## config.mk

```make
export PLATFORM = sky130hd
export DESIGN_NAME = regulator_control_registers
export DESIGN_NICKNAME = d
export VERILOG_FILES = /design/src/verilog/regulator_pkg.sv /design/src/verilog/regulator_control_registers.sv
export SDC_FILE = /design/constraint.sdc
export NUM_CORES = 1
export LEC_CHECK = 0
export BUFFER_PORTS_ARGS = -buffer_cell sky130_fd_sc_hd__buf_2
export CORE_UTILIZATION = 35
export CTS_CLUSTER_DIAMETER = 100
export DETAILED_ROUTE_END_ITERATION = 8
export PLACE_DENSITY_LB_ADDON = 0.25
export SKIP_CTS_REPAIR_TIMING = 1
export SYNTH_ARGS = -nofsm -noshare
export SYNTH_HDL_FRONTEND = slang
export SYNTH_SLANG_ARGS = --single-unit
```

## constraint.sdc

```tcl
create_clock -name clk -period 7.1 [get_ports clk]
set_clock_uncertainty 0.15 [all_clocks]
set_input_delay 0.71 -clock clk [delete_from_list [all_inputs] [get_ports clk]]
set_output_delay 0.71 -clock clk [all_outputs]
set_load 0.03 [all_outputs]
```

## src/verilog/regulator_pkg.sv

```systemverilog
// Constants and types for the regulator control register bank
// What this block does
// - Each linear regulator has a standby keep-alive bit, clear lets it turn off.
// - Linear start-up qualification bit: set allows enabling only while output below 300mV.
// - Linear enable bit: clear follows its enable pin, set enables by register.
// - Every control field except the reference codes resets to zero at power-on.
// - Converter bit 0 selects normal or fast switch edge rate.
// - Converter bit 1 set keeps the converter enabled in standby.
// - Converter bit 2 selects 2.25MHz or halved 1.125MHz switching clock.
// - Converter bit 4 set allows start only while output below 300mV.
// - Converter bit 7 enables regardless of pin; clear follows the pin.
// - Forced continuous switches every cycle and may sink; pulse-skipping may omit pulses.
// - Converter reference is 12.5mV times the 5-bit code plus 412.5mV.
// - Every reference code defaults to 11001, giving 725mV.
// - Each converter holds codes A and B; A register bit 5 selects.
// - Interface logic supply below 1V returns all registers to power-on values.
// - Keep-alive forces its regulator on; hard reset or fault clears keep-alive bits.
package regulator_pkg;
    localparam int NUM_REGS = 14;
    localparam int NUM_CONV = 4;
    localparam int NUM_REG_OUT = 7;
    // Register offsets
    localparam int OFS_STEP_BASE = 0;
    localparam int OFS_LDO_TWO_THREE = 4;
    localparam int OFS_LDO_ONE = 5;
    localparam int OFS_REF_BASE = 6;
    // Step-down field positions
    localparam int BIT_SLEW = 0;
    localparam int BIT_KEEP = 1;
    localparam int BIT_HALF = 2;
    localparam int BIT_PHASE = 3;
    localparam int BIT_QUAL = 4;
    localparam int BIT_MODE = 5;
    localparam int BIT_EN = 7;
    // Linear field positions; the second regulator of a register sits LDO_HI above
    localparam int LDO_KEEP = 0;
    localparam int LDO_QUAL = 1;
    localparam int LDO_EN = 2;
    localparam int LDO_HI = 3;
    localparam int BIT_REF_SEL = 5;
    // Writable masks and reset values
    localparam logic [7:0] MASK_STEP = 8'hff;
    localparam logic [7:0] MASK_LDO_TWO_THREE = 8'h3f;
    localparam logic [7:0] MASK_LDO_ONE = 8'h07;
    localparam logic [7:0] MASK_REF = 8'h3f;
    localparam logic [7:0] RESET_CTL = 8'h00;
    localparam logic [7:0] RESET_REF = 8'h19;
    localparam logic [7:0] READ_NONE = 8'h00;
    localparam logic [3:0] BITS_PER_BYTE = 4'h8;
    localparam logic [6:0] DEFAULT_TARGET_ADDR = 7'h3c;

    typedef enum logic [1:0] {
        MODE_PULSE_SKIP = 2'h0,
        MODE_BURST = 2'h1,
        MODE_FORCED = 2'h2
    } mode_e;

    typedef struct packed {
        logic slewFast;
        logic halfFreq;
        logic phaseTwo;
        logic startQual;
        mode_e mode;
        logic sinkEnable;
        logic skipAllowed;
        logic [4:0] refCode;
    } converter_cfg_s;

    typedef enum logic [8:0] {
        ST_IDLE = 9'h001,
        ST_ADDR = 9'h002,
        ST_ADDR_ACK = 9'h004,
        ST_PTR = 9'h008,
        ST_PTR_ACK = 9'h010,
        ST_WRITE = 9'h020,
        ST_WRITE_ACK = 9'h040,
        ST_READ = 9'h080,
        ST_READ_ACK = 9'h100
    } serial_state_e;
endpackage

```

## src/verilog/regulator_control_registers.sv

```systemverilog
// Serial-target register bank and enable logic for three linear and four step-down regulators
`timescale 1ns/1ns
`default_nettype none
module regulator_control_registers #(
    parameter logic [6:0] TARGET_ADDR = regulator_pkg::DEFAULT_TARGET_ADDR
) (
    input wire logic clk,
    input wire logic rstn,
    input wire logic sclIn,
    input wire logic sdaIn,
    output logic sdaOut,
    output logic sdaOe,
    input wire logic linearOneEnablePin,
    input wire logic linearTwoEnablePin,
    input wire logic linearThreeEnablePin,
    input wire logic converterOneEnablePin,
    input wire logic converterTwoEnablePin,
    input wire logic converterThreeEnablePin,
    input wire logic converterFourEnablePin,
    input wire logic [2:0] linearBelowQual,
    input wire logic [3:0] converterBelowQual,
    input wire logic standby,
    input wire logic hardReset,
    input wire logic interfaceLogicSupplyLow,
    output logic [2:0] linearOn,
    output logic [3:0] converterOn,
    output regulator_pkg::converter_cfg_s converterCfg [regulator_pkg::NUM_CONV]
);
    logic [7:0] ctl [regulator_pkg::NUM_REGS];
    logic [7:0] next_ctl [regulator_pkg::NUM_REGS];
    regulator_pkg::serial_state_e state, next_state;
    logic [3:0] bitCnt, next_bitCnt;
    logic [7:0] shiftReg, next_shiftReg;
    logic [7:0] ptr, next_ptr;
    logic isRead, next_isRead;
    logic nack, next_nack;
    logic next_sdaOe;
    logic sclPrev, sdaPrev;
    logic sclRise, sclFall, startCond, stopCond;
    logic wrEn;
    logic [7:0] loadByte;
    logic [6:0] keepVec, qualVec, regEnVec, pinVec, belowVec, onVec, next_onVec;
    logic [6:0] offMask, blocked;
    regulator_pkg::converter_cfg_s next_cfg [regulator_pkg::NUM_CONV];

    // Bits each register stores; the rest read as zero
    function automatic logic [7:0] regMask(input int idx);
        if (idx < regulator_pkg::OFS_LDO_TWO_THREE) begin
            return regulator_pkg::MASK_STEP;
        end else if (idx == regulator_pkg::OFS_LDO_TWO_THREE) begin
            return regulator_pkg::MASK_LDO_TWO_THREE;
        end else if (idx == regulator_pkg::OFS_LDO_ONE) begin
            return regulator_pkg::MASK_LDO_ONE;
        end else if (idx < regulator_pkg::NUM_REGS) begin
            return regulator_pkg::MASK_REF;
        end
        return regulator_pkg::READ_NONE;
    endfunction

    // Power-on value of each register
    function automatic logic [7:0] resetValue(input int idx);
        if (idx >= regulator_pkg::OFS_REF_BASE) begin
            return regulator_pkg::RESET_REF;
        end
        return regulator_pkg::RESET_CTL;
    endfunction

    // Pins are synchronous to clk, so one stage of history suffices for edges
    always_ff @(posedge clk or negedge rstn) begin
        if (!rstn) begin
            sclPrev <= 1'b1;
            sdaPrev <= 1'b1;
        end else begin
            sclPrev <= sclIn;
            sdaPrev <= sdaIn;
        end
    end

    assign sclRise = sclIn & ~sclPrev;
    assign sclFall = ~sclIn & sclPrev;
    assign startCond = sclIn & sclPrev & sdaPrev & ~sdaIn;
    assign stopCond = sclIn & sclPrev & ~sdaPrev & sdaIn;
    assign sdaOut = 1'b0; // Open drain: only ever pulls low
    assign loadByte = (int'(ptr) < regulator_pkg::NUM_REGS) ? ctl[ptr[3:0]]
                                                          : regulator_pkg::READ_NONE;

    // Serial target: address, pointer byte, then data bytes with auto-increment
    always_comb begin
        next_state = state;
        next_bitCnt = bitCnt;
        next_shiftReg = shiftReg;
        next_ptr = ptr;
        next_isRead = isRead;
        next_nack = nack;
        next_sdaOe = sdaOe;
        wrEn = 1'b0;
        if (stopCond || interfaceLogicSupplyLow) begin
            next_state = regulator_pkg::ST_IDLE;
            next_sdaOe = 1'b0;
        end else if (startCond) begin
            next_state = regulator_pkg::ST_ADDR;
            next_bitCnt = 4'h0;
            next_sdaOe = 1'b0;
        end else begin
            case (state)
                regulator_pkg::ST_ADDR, regulator_pkg::ST_PTR, regulator_pkg::ST_WRITE: begin
                    if (sclRise) begin
                        next_shiftReg = {shiftReg[6:0], sdaIn};
                        next_bitCnt = bitCnt + 4'h1;
                    end else if (sclFall && bitCnt == regulator_pkg::BITS_PER_BYTE) begin
                        next_sdaOe = 1'b1;
                        if (state == regulator_pkg::ST_ADDR) begin
                            // A foreign address is ignored until the next start
                            next_isRead = shiftReg[0];
                            next_sdaOe = (shiftReg[7:1] == TARGET_ADDR);
                            next_state = next_sdaOe ? regulator_pkg::ST_ADDR_ACK
                                                    : regulator_pkg::ST_IDLE;
                        end else if (state == regulator_pkg::ST_PTR) begin
                            next_ptr = shiftReg;
                            next_state = regulator_pkg::ST_PTR_ACK;
                        end else begin
                            wrEn = 1'b1;
                            next_ptr = ptr + 8'h1;
                            next_state = regulator_pkg::ST_WRITE_ACK;
                        end
                    end
                end
                regulator_pkg::ST_ADDR_ACK, regulator_pkg::ST_READ_ACK: begin
                    if (sclRise && state == regulator_pkg::ST_READ_ACK) begin
                        next_nack = sdaIn;
                    end else if (sclFall) begin
                        next_bitCnt = 4'h0;
                        next_sdaOe = 1'b0;
                        if (state == regulator_pkg::ST_ADDR_ACK && !isRead) begin
                            next_state = regulator_pkg::ST_PTR;
                        end else if (state == regulator_pkg::ST_READ_ACK && nack) begin
                            next_state = regulator_pkg::ST_IDLE;
                        end else begin
                            next_shiftReg = loadByte;
                            next_sdaOe = ~loadByte[7];
                            next_ptr = ptr + 8'h1;
                            next_state = regulator_pkg::ST_READ;
                        end
                    end
                end
                regulator_pkg::ST_PTR_ACK, regulator_pkg::ST_WRITE_ACK: begin
                    if (sclFall) begin
                        next_bitCnt = 4'h0;
                        next_sdaOe = 1'b0;
                        next_state = regulator_pkg::ST_WRITE;
                    end
                end
                regulator_pkg::ST_READ: begin
                    if (sclRise) begin
                        next_bitCnt = bitCnt + 4'h1;
                    end else if (sclFall) begin
                        if (bitCnt == regulator_pkg::BITS_PER_BYTE) begin
                            next_sdaOe = 1'b0; // Release for the controller's acknowledge
                            next_state = regulator_pkg::ST_READ_ACK;
                        end else begin
                            next_shiftReg = {shiftReg[6:0], 1'b0};
                            next_sdaOe = ~shiftReg[6];
                        end
                    end
                end
                regulator_pkg::ST_IDLE: begin
                    next_sdaOe = 1'b0;
                end
                default: begin
                    next_state = regulator_pkg::ST_IDLE;
                    next_sdaOe = 1'b0;
                end
            endcase
        end
    end
    always_ff @(posedge clk or negedge rstn) begin
        if (!rstn) begin
            state <= regulator_pkg::ST_IDLE;
            bitCnt <= 4'h0;
            shiftReg <= 8'h00;
            ptr <= 8'h00;
            isRead <= 1'b0;
            nack <= 1'b0;
            sdaOe <= 1'b0;
        end else begin
            state <= next_state;
            bitCnt <= next_bitCnt;
            shiftReg <= next_shiftReg;
            ptr <= next_ptr;
            isRead <= next_isRead;
            nack <= next_nack;
            sdaOe <= next_sdaOe;
        end
    end
    localparam int TT = regulator_pkg::OFS_LDO_TWO_THREE;
    localparam int LO = regulator_pkg::OFS_LDO_ONE;
    localparam int HI = regulator_pkg::LDO_HI;
    // Register file; supply loss outranks hardware clears, which outrank writes
    always_comb begin
        for (int i = 0; i < regulator_pkg::NUM_REGS; i++) begin
            next_ctl[i] = ctl[i];
        end
        if (wrEn && int'(ptr) < regulator_pkg::NUM_REGS) begin
            next_ctl[ptr[3:0]] = shiftReg & regMask(int'(ptr));
        end
        if (hardReset) begin
            next_ctl[TT][regulator_pkg::LDO_KEEP] = 1'b0;
            next_ctl[TT][regulator_pkg::LDO_KEEP + HI] = 1'b0;
            next_ctl[LO][regulator_pkg::LDO_KEEP] = 1'b0;
            for (int k = 0; k < regulator_pkg::NUM_CONV; k++) begin
                next_ctl[regulator_pkg::OFS_STEP_BASE + k][regulator_pkg::BIT_KEEP] = 1'b0;
            end
        end
        if (interfaceLogicSupplyLow) begin
            for (int i = 0; i < regulator_pkg::NUM_REGS; i++) begin
                next_ctl[i] = resetValue(i);
            end
        end
    end

    always_ff @(posedge clk or negedge rstn) begin
        if (!rstn) begin
            for (int i = 0; i < regulator_pkg::NUM_REGS; i++) begin
                ctl[i] <= resetValue(i);
            end
        end else begin
            for (int i = 0; i < regulator_pkg::NUM_REGS; i++) begin
                ctl[i] <= next_ctl[i];
            end
        end
    end
    // Gather per-regulator fields: index 0..2 linear one..three, 3..6 converters
    always_comb begin
        keepVec[2:0] = {ctl[TT][regulator_pkg::LDO_KEEP + HI],
                        ctl[TT][regulator_pkg::LDO_KEEP], ctl[LO][regulator_pkg::LDO_KEEP]};
        qualVec[2:0] = {ctl[TT][regulator_pkg::LDO_QUAL + HI],
                        ctl[TT][regulator_pkg::LDO_QUAL], ctl[LO][regulator_pkg::LDO_QUAL]};
        regEnVec[2:0] = {ctl[TT][regulator_pkg::LDO_EN + HI],
                         ctl[TT][regulator_pkg::LDO_EN], ctl[LO][regulator_pkg::LDO_EN]};
        for (int k = 0; k < regulator_pkg::NUM_CONV; k++) begin
            keepVec[3 + k] = ctl[regulator_pkg::OFS_STEP_BASE + k][regulator_pkg::BIT_KEEP];
            qualVec[3 + k] = ctl[regulator_pkg::OFS_STEP_BASE + k][regulator_pkg::BIT_QUAL];
            regEnVec[3 + k] = ctl[regulator_pkg::OFS_STEP_BASE + k][regulator_pkg::BIT_EN];
        end
    end

    assign pinVec = {converterFourEnablePin, converterThreeEnablePin, converterTwoEnablePin,
                     converterOneEnablePin, linearThreeEnablePin, linearTwoEnablePin,
                     linearOneEnablePin};
    assign belowVec = {converterBelowQual, linearBelowQual};
    assign offMask = ~keepVec & ~regEnVec & ~pinVec;
    assign blocked = qualVec & ~belowVec & ~onVec & ~keepVec;
    // Enables; a qualified regulator latches on once it starts, so rising output is no cutoff
    always_comb begin
        for (int i = 0; i < regulator_pkg::NUM_REG_OUT; i++) begin
            next_onVec[i] = keepVec[i]
                | (~standby & (regEnVec[i] | pinVec[i])
                   & (onVec[i] | ~qualVec[i] | belowVec[i]));
        end
    end
    // Converter settings; raw mode 11 falls back to pulse-skipping
    always_comb begin
        for (int k = 0; k < regulator_pkg::NUM_CONV; k++) begin
            next_cfg[k].slewFast = ctl[k][regulator_pkg::BIT_SLEW];
            next_cfg[k].halfFreq = ctl[k][regulator_pkg::BIT_HALF];
            next_cfg[k].phaseTwo = ctl[k][regulator_pkg::BIT_PHASE];
            next_cfg[k].startQual = ctl[k][regulator_pkg::BIT_QUAL];
            if (ctl[k][regulator_pkg::BIT_MODE +: 2] == 2'h3) begin
                next_cfg[k].mode = regulator_pkg::MODE_PULSE_SKIP;
            end else begin
                next_cfg[k].mode = regulator_pkg::mode_e'(
                    ctl[k][regulator_pkg::BIT_MODE +: 2]);
            end
            next_cfg[k].sinkEnable = (next_cfg[k].mode == regulator_pkg::MODE_FORCED);
            next_cfg[k].skipAllowed = (next_cfg[k].mode != regulator_pkg::MODE_FORCED);
            // Analog side turns code into 412.5mV plus 12.5mV per step
            if (ctl[regulator_pkg::OFS_REF_BASE + 2 * k][regulator_pkg::BIT_REF_SEL]) begin
                next_cfg[k].refCode = ctl[regulator_pkg::OFS_REF_BASE + 2 * k + 1][4:0];
            end else begin
                next_cfg[k].refCode = ctl[regulator_pkg::OFS_REF_BASE + 2 * k][4:0];
            end
        end
    end

    always_ff @(posedge clk or negedge rstn) begin
        if (!rstn) begin
            onVec <= 7'h00;
            for (int k = 0; k < regulator_pkg::NUM_CONV; k++) begin
                converterCfg[k] <= regulator_pkg::converter_cfg_s'(13'h0019);
            end
        end else begin
            onVec <= next_onVec;
            for (int k = 0; k < regulator_pkg::NUM_CONV; k++) begin
                converterCfg[k] <= next_cfg[k];
            end
        end
    end

    assign linearOn = onVec[2:0];
    assign converterOn = onVec[6:3];
    logic [7:0] stepOne, refAOne;
    assign stepOne = ctl[regulator_pkg::OFS_STEP_BASE];
    assign refAOne = ctl[regulator_pkg::OFS_REF_BASE];

    chk_keep_forces_on: assert property (@(posedge clk) disable iff (!rstn)
        1'b1 |=> ((onVec & $past(keepVec)) == $past(keepVec)))
        else $error("keep-alive regulator not on");
    chk_pin_low_off: assert property (@(posedge clk) disable iff (!rstn)
        1'b1 |=> ((onVec & $past(offMask)) == 7'h00))
        else $error("regulator on with pin low and enable clear");
    chk_qual_blocks: assert property (@(posedge clk) disable iff (!rstn)
        1'b1 |=> ((onVec & $past(blocked)) == 7'h00))
        else $error("qualified start above threshold");
    chk_standby_off: assert property (@(posedge clk) disable iff (!rstn)
        standby |=> ((onVec & ~$past(keepVec)) == 7'h00))
        else $error("regulator on in standby without keep-alive");
    chk_mode_fallback: assert property (@(posedge clk) disable iff (!rstn)
        (stepOne[6:5] == 2'h3) |=> (converterCfg[0].mode == regulator_pkg::MODE_PULSE_SKIP))
        else $error("mode 11 not pulse-skipping");
    chk_forced_sink: assert property (@(posedge clk) disable iff (!rstn)
        (stepOne[6:5] == 2'h2) |=> converterCfg[0].sinkEnable && !converterCfg[0].skipAllowed)
        else $error("forced mode without sink");
    chk_ref_select: assert property (@(posedge clk) disable iff (!rstn)
        !refAOne[5] |=> (converterCfg[0].refCode == $past(refAOne[4:0])))
        else $error("code A not selected");
    chk_supply_reset: assert property (@(posedge clk) disable iff (!rstn)
        interfaceLogicSupplyLow |=> (refAOne == 8'h19) && (stepOne == 8'h00) ##1
        (converterCfg[0].refCode == 5'h19))
        else $error("supply loss did not restore defaults");
    chk_keep_clear: assert property (@(posedge clk) disable iff (!rstn)
        hardReset |=> !stepOne[1] && !ctl[LO][0])
        else $error("hard reset left keep-alive set");
    chk_slew_freq: assert property (@(posedge clk) disable iff (!rstn)
        1'b1 |=> (converterCfg[0].halfFreq == $past(stepOne[2]))
        && (converterCfg[0].slewFast == $past(stepOne[0])))
        else $error("frequency or slew not following register");
endmodule
`default_nettype wire

```

==> metrics.yaml, run 1 <==
synth:
  netlist_instances: 909
  synth.yosys.seq_area_share: 0.5258
  synth_cell_type_count: 66
  synthArstFlopShare: 1.000
  syn-cell-area_mm2: 0.009659
  yosysWarnings: 0
  ys_seq_elements: 201
  synth_area_per_cell_um2: 10.63
  synth_fp_nets: 936
  synth_edf_count: 0
  synth_ff_type: "dfrtp_1"
floorplanning:
  core-area_mm2: 0.02703
  die_w_um: 168.1
  start_util: 0.3574
  row_count: 60
  die-area_mm2: 0.02827
  ios: 82
  die-height_um: 168.1
sta:
  hold_viol: 0
  max_freq_mhz: 293.7
  maxSlewViolCount: 0
  finalCritPeriodShare: 0.4795
  setup_viol: 0
  fin_ws_ps: 3695
  tightest_slew_ps: 1211
  tns_ps: 0
  fin_crit_ps: 3405
  slew_headroom: 0.1899
  rsz0062_at_grt: "false"
layout:
  fin_nets: 978
  seq_area_mm2: 0.005080
  synthToLayoutAreaGrowth_pct: 14.52
  layout_common_cells: "dfrtp_1, nand2_1, nor2_1"
  antennaDiodeCount: 0
  drive_gt1_frac: 0.2547
  finalInstanceArea_mm2: 0.01106
  final_common_cell: "dfrtp_1"
  final_cells: 1307
  nFillCells: 2601
  multiInputGateArea_mm2: 0.004229
clocking:
  cts-root-buf: "clkbuf_16"
  clock_latency_ps: 520
  clock-sinks: 201
  cts_tree: "yes"
  clk_pin_slew_ps: 60
  htreeDepth: 1
  cts_made_buffers: 22
  clock_path_buffers: 3
min_path:
  holdCritPathClass: "input pin to async pin"
critical_path:
  endpoint_kind: "flop"
  required_ps: 7370
  worst_ep_arrival_time_ps: 3680
  crit_fanout: 17
  critical_path_class: "flop to flop"
  start_kind: "flop"
routing:
  vias: 7030
  first_pass_iters: 5
  drtIter0Drc: 552
  drc: 0
  vias_per_cell: 5.379
  wl_per_cell_um: 19.03
  wl_um: 24880
  detail-route-antenna-nets: 0
place:
  dpl.hpwl_um: 16500
  portBuffers: 80
  gp_congestion: 0.8138
  pre_cts_ws_ps: 3661
  dp_cells: 1268
  placed_cell_area_mm2: 0.01024
global_routing:
  antenna_found_initial: 0
  grt_max_degree: 127
  grt_pass1_wl_um: 40150
  grt_overflow: 0
  grt_pass1_vias: 6875
  track_usage: 0.1799
power_and_ir_drop:
  total_power_mw: 2.524
  ir_worst_vdd_uv: 162.3
  p_leak_nw: 4.996
  power.density_mw_per_mm2: 228.2
job:
  maxCapViolCount: 0
run_status:
  status: "completed"
==> cells in the mapped netlist, drive strengths merged (3+ instances only) <==
library cell | number | share of area
o31ai | 4 | 0.0031
ha | 6 | 0.0078
xor2 | 5 | 0.0045
nand2b | 9 | 0.0058
o211ai | 6 | 0.0047
mux2i | 27 | 0.028
nand2 | 133 | 0.053
nand3b | 14 | 0.011
a22o | 6 | 0.0054
nor4b | 3 | 0.0043
mux4 | 23 | 0.054
nor2 | 79 | 0.031
nor3 | 7 | 0.0053
o21a | 3 | 0.0023
nand4 | 4 | 0.0026
a211o | 24 | 0.022
or4 | 4 | 0.0035
inv | 13 | 0.0051
and3b | 11 | 0.010
nor2b | 9 | 0.0058
nand3 | 25 | 0.013
and3 | 9 | 0.0058
or2 | 11 | 0.0071
dfstp | 39 | 0.11
mux2 | 31 | 0.036
a211oi | 11 | 0.0085
buf | 25 | 0.015
o21ai | 29 | 0.015
and2 | 10 | 0.0070
a22oi | 7 | 0.0054
a31oi | 5 | 0.0032
or3 | 3 | 0.0019
a21oi | 67 | 0.035
nor3b | 10 | 0.0078
nor4 | 5 | 0.0032
o41ai | 4 | 0.0036
dfrtp | 162 | 0.42
clkbuf | 43 | 0.017
==> final cells by class <==
class | count | area share
Clock buffer | 28 | 0.05836
Clock inverter | 11 | 0.01584
Inverter | 13 | 0.004411
Multi-Input combinational cell | 627 | 0.3823
Sequential cell | 201 | 0.4592
Tap cell | 341 | 0.03857
Timing Repair Buffer | 86 | 0.04128
==> logic make-up after synthesis <==
group / Yosys count / synth area share
AOI/OAI and AO/OA: 180 / 0.1220
xor gates and xnor gates: 6 / 0.005440
adders and majority gates: 6 / 0.007772
buffers and inverters: 81 / 0.03640
DFF: 201 / 0.5258
muxes: 81 / 0.1177
other: 1 / 0.0003882
and+or+nand+nor: 353 / 0.1845
==> report_power, final <==
group | internal [mW] | total [mW] | switching [mW]
Combinational | 0.0250 | 0.0928 | 0.0677
Clock | 0.792 | 1.27 | 0.479
Sequential | 1.15 | 1.16 | 0.00686
==> routing by layer <==
layer	part of all wire	GRT usage	up-vias
li1	-	-	3306
met1	0.49	0.2668	3498
met2	0.44	0.2761	195
met3	0.048	0.02445	31
met4	0.020	0.04664	0
met5	0	0	-
==> worst paths after layout <==
| check | startpoint | end | slack, ps | depth (start not counted) |
|---|---|---|---|---|
| worst max-delay path | state[5]$_DFFE_PN0P_ | ptr[4]$_DFFE_PN0P_ | 3700 | 5 |
| worst max register to register | state[5]$_DFFE_PN0P_ | ptr[4]$_DFFE_PN0P_ | 3700 | 5 |
| worst min-delay path | rstn | converterCfg[47]$_DFF_PN0_ | 210 | 1 |
| worst min register to register | stepOne[0]$_DFFE_PN0P_ | converterCfg[51]$_DFF_PN0_ | 250 | 0 |
| max in group asynchronous | rstn | ctl[47]$_DFFE_PN0P_ | 4960 | 2 |
| min in group clk | sclIn | sclPrev$_DFF_PN1_ | 220 | 1 |
==> through the flow <==
stage          hold WS (ps)    util
6_report              213.1  0.4093
5_1_grt               208.8  0.4093
4_1_cts               204.9  0.4093
3_5_place_dp          242.1  0.3789
3_3_place_gp          240.4  0.3789
2_1_floorplan         218.7       -
==> worst max-delay path, stage by stage, from the launching register on <==
cell and delay [ps]:
dfrtp_1 510, nor4_1 490, nand4b_1 770, a2111oi_4 1090, a21oi_1 140, a21oi_1 170
==> sequential cells by signal (all words and copies together), names as in the netlist, 4 cells and up <==
| register | cells |
|---|---|
| bitCnt | 4 |
| converterCfg | 48 |
| ctl | 96 |
| onVec | 7 |
| ptr | 8 |
| refAOne | 8 |
| shiftReg | 8 |
| state | 9 |
| stepOne | 8 |
(Power assumes the default switching activity.)
==> inputs of run 2 (changes only) <==
==> constraint.sdc (replaced) <==
create_clock -name clk -period 3.18 [get_ports clk]
set_clock_uncertainty 0.15 [all_clocks]
set_input_delay 0.318 -clock clk [delete_from_list [all_inputs] [get_ports clk]]
set_output_delay 0.318 -clock clk [all_outputs]
set_load 0.03 [all_outputs]
==> run 2 against run 1 <==
Compared with the run above: global-route usage rose by 0.28 points; maximum frequency increased by 16%; sequential share of layout area shrank 1.4 points; cell count up 3.0%; clock-buffer cell count rose by 3; non-clock buffer count grew 34; sequential power is 120% higher; combinational power grew 140%; critical path depth increased by 1; largest cell class unchanged; highest routed layer unchanged.
==> metrics.yaml, run 2 (synthesis results as in run 1) <==
run_status:
  status: "completed"
clocking:
  cts_made_buffers: 24  # +9.1%
  cts-root-buf: "clkbuf_16"
  clk_pin_slew_ps: 60  # about the same
  clock-sinks: 201  # unchanged
  clock_path_buffers: 3  # unchanged
  cts_tree: "yes"
  htreeDepth: 1  # unchanged
  clock_latency_ps: 520  # about the same
critical_path:
  reg2reg_depth: 6  # +1
  critPathSlowestCell: "or4_1"
  critical_path_class: "flop to flop"
  required_ps: 3420  # -3950 ps
  endpoint_kind: "flop"
  crit_buf_inv: 0  # unchanged
  reg2reg_from: "state[1]$_DFFE_PN0P_"
  r2r_setup_slack_ps: 250  # -3440 ps
  slowest_delay_ps: 680  # -410 ps
  worstReg2RegEnd: "shiftReg[1]$_DFFE_PN0P_"
  worst_ep_arrival_time_ps: 3170  # -510 ps
  crit_fanout: 9  # -8
  path_cells: "or4_1, or3_1, a21oi_1, a221oi_1, nand3_1, mux2_2"
  start_kind: "flop"
  path_delay_family: "simple AND/OR/NAND/NOR gates"
power_and_ir_drop:
  swShare: 0.2237  # +0.004521
  p_int_mw: 4.448  # +130%
  pwr-share-seq: 0.452  # -0.008
  ir_worst_vdd_uv: 336.7  # +110%
  power.density_mw_per_mm2: 502.5  # +120%
  clkPwrFrac: 0.508  # +0.005
  combPwrFrac: 0.039  # +0.002
  p_leak_nw: 5.184  # +3.8%
  power_switching_mw: 1.282  # +130%
routing:
  vias: 7190  # +2.3%
  drtIter0Drc: 547  # -0.91%
  vias_per_cell: 5.342  # -0.69%
  drc: 0  # unchanged
  wl_um: 25450  # +2.3%
  wl_per_cell_um: 18.90  # -0.68%
  first_pass_iters: 5  # unchanged
  detail-route-antenna-nets: 0  # unchanged
min_path:
  whs_path_depth: 3
  holdCritStartpoint: "hardReset"
  min_to: "stepOne[1]$_DFFE_PN0P_"
  holdCritPathClass: "input pin to flop"
floorplanning:
  core-area_mm2: 0.02703  # unchanged
  start_util: 0.3574  # unchanged
  die_w_um: 168.1  # unchanged
  die-area_mm2: 0.02827  # unchanged
  ios: 82  # unchanged
  row_count: 60  # unchanged
  die-height_um: 168.1  # unchanged
layout:
  fin_nets: 1014  # +3.7%
  antennaDiodeCount: 0  # unchanged
  reg_top3: "ctl (96), converterCfg (48), state (9)"
  layout_common_cells: "dfrtp_1, nand2_1, nor2_1"
  final_common_cell: "dfrtp_1"
  largest_reg_flops: 96  # unchanged
  top_register: "ctl"
  drive_gt1_frac: 0.2806  # +0.02594
  synthToLayoutAreaGrowth_pct: 18.06
sta:
  finalCritPeriodShare: 0.9201  # +0.4406
  slew_headroom: 0.4411  # +0.2512
  tns_ps: 0  # unchanged
  tightest_slew_ps: 838.3  # -372.3 ps
  fin_crit_ps: 2926  # -478.7 ps
  fin_ws_ps: 254.0  # -3441 ps
  maxSlewViolCount: 0  # unchanged
  hold_viol: 0  # unchanged
  rsz0062_at_grt: "false"
  setup_viol: 0  # unchanged
  max_freq_mhz: 341.8  # +16%
place:
  gp_congestion: 0.8764  # +7.7%
  dpl.hpwl_um: 17310  # +4.9%
  portBuffers: 80  # unchanged
  pre_cts_ws_ps: 271.1  # -3390 ps
global_routing:
  antenna_found_initial: 0  # unchanged
  grt_max_degree: 88  # -31%
  grt_pass1_vias: 6917  # +0.61%
  track_usage: 0.1827  # +0.002806
  grt_overflow: 0  # unchanged
  grt_pass1_wl_um: 40450  # +0.74%
job:
  maxCapViolCount: 0  # unchanged
## run 2: cell types whose count changed in the layout (fill, tap and decap cells not counted), sizes merged
cell / before / now
clkbuf: 29 / 32
dlygate4sd3: 0 / 3
buf: 85 / 116
bufinv: 4 / 3
clkinv: 6 / 7
clkinvlp: 0 / 2
## run 2: metrics by stage
| stage | utilization | cell area [µm²] | instances | hold slack [ps] | power (mW) |
|---|---|---|---|---|---|
| after floorplan | - | 9659 | 909 | -127.6 | 2.742 |
| after detailed placement | 0.3889 | 10510 | 1299 | 243.8 | 2.863 |
| after CTS | 0.4208 | 11370 | 1343 | -245.8 | 5.809 |
| final | 0.4219 | 11400 | 1346 | 69.83 | 5.730 |
| after global routing | 0.4219 | 11400 | 1346 | 70.77 | 5.926 |
| after global placement | 0.3889 | 10510 | 1299 | 232.9 | 2.861 |
## run 2: how the worst max path moves through the flow
| stage | from | end | slack (ps) | depth (start not counted) |
|---|---|---|---|---|
| final | state[1]$_DFFE_PN0P_ | shiftReg[1]$_DFFE_PN0P_ | 250 | 6 |
| after global routing | state[3]$_DFFE_PN0P_ | ctl[64]$_DFFE_PN0P_ | 30 | 6 |
| after CTS | state[3]$_DFFE_PN0P_ | shiftReg[1]$_DFFE_PN0P_ | 260 | 6 |
| after detailed placement | state[1]$_DFFE_PN0P_ | ctl[67]$_DFFE_PN0P_ | 270 | 6 |
| after global placement | ptr[0]$_DFFE_PN0P_ | shiftReg[0]$_DFFE_PN0P_ | 270 | 7 |
| after floorplan | state[1]$_DFFE_PN0P_ | ctl[16]$_DFFE_PN1P_ | 470 | 7 |
## run 2: worst register-to-register path, stage by stage (launching register included)
cell      delay (ps)
dfrtp_1          460
or4_1            680
or3_1            530
a21oi_1          160
a221oi_1          70
nand3_1          370
mux2_2           390
## run 2: layer usage
| layer | up-vias | track usage | share of wire |
|---|---|---|---|
| li1 | 3385 | - | - |
| met1 | 3549 | 0.2753 | 0.49 |
| met2 | 216 | 0.2723 | 0.43 |
| met3 | 40 | 0.02327 | 0.049 |
| met4 | 0 | 0.05613 | 0.025 |
| met5 | - | 0 | 0 |
## run 2: area by class of cell
cell class / count / area [µm²]
Fill cell: 2594 / 15620
Multi-Input combinational cell: 627 / 4229
Tap cell: 341 / 426.7
Clock buffer: 31 / 698.2
Timing Repair Buffer: 120 / 757.0
Inverter: 13 / 48.80
Sequential cell: 201 / 5080
Clock inverter: 13 / 163.9
## run 2: power groups by stage
stage                     clock network, mW  registers, mW  logic (mW)
after floorplan                           0           2.64       0.100
after global placement                    0           2.64       0.226
final                                  2.91           2.59       0.226
after detailed placement                  0           2.64       0.227
after CTS                              2.99           2.59       0.227
after global routing                   3.08           2.59       0.252
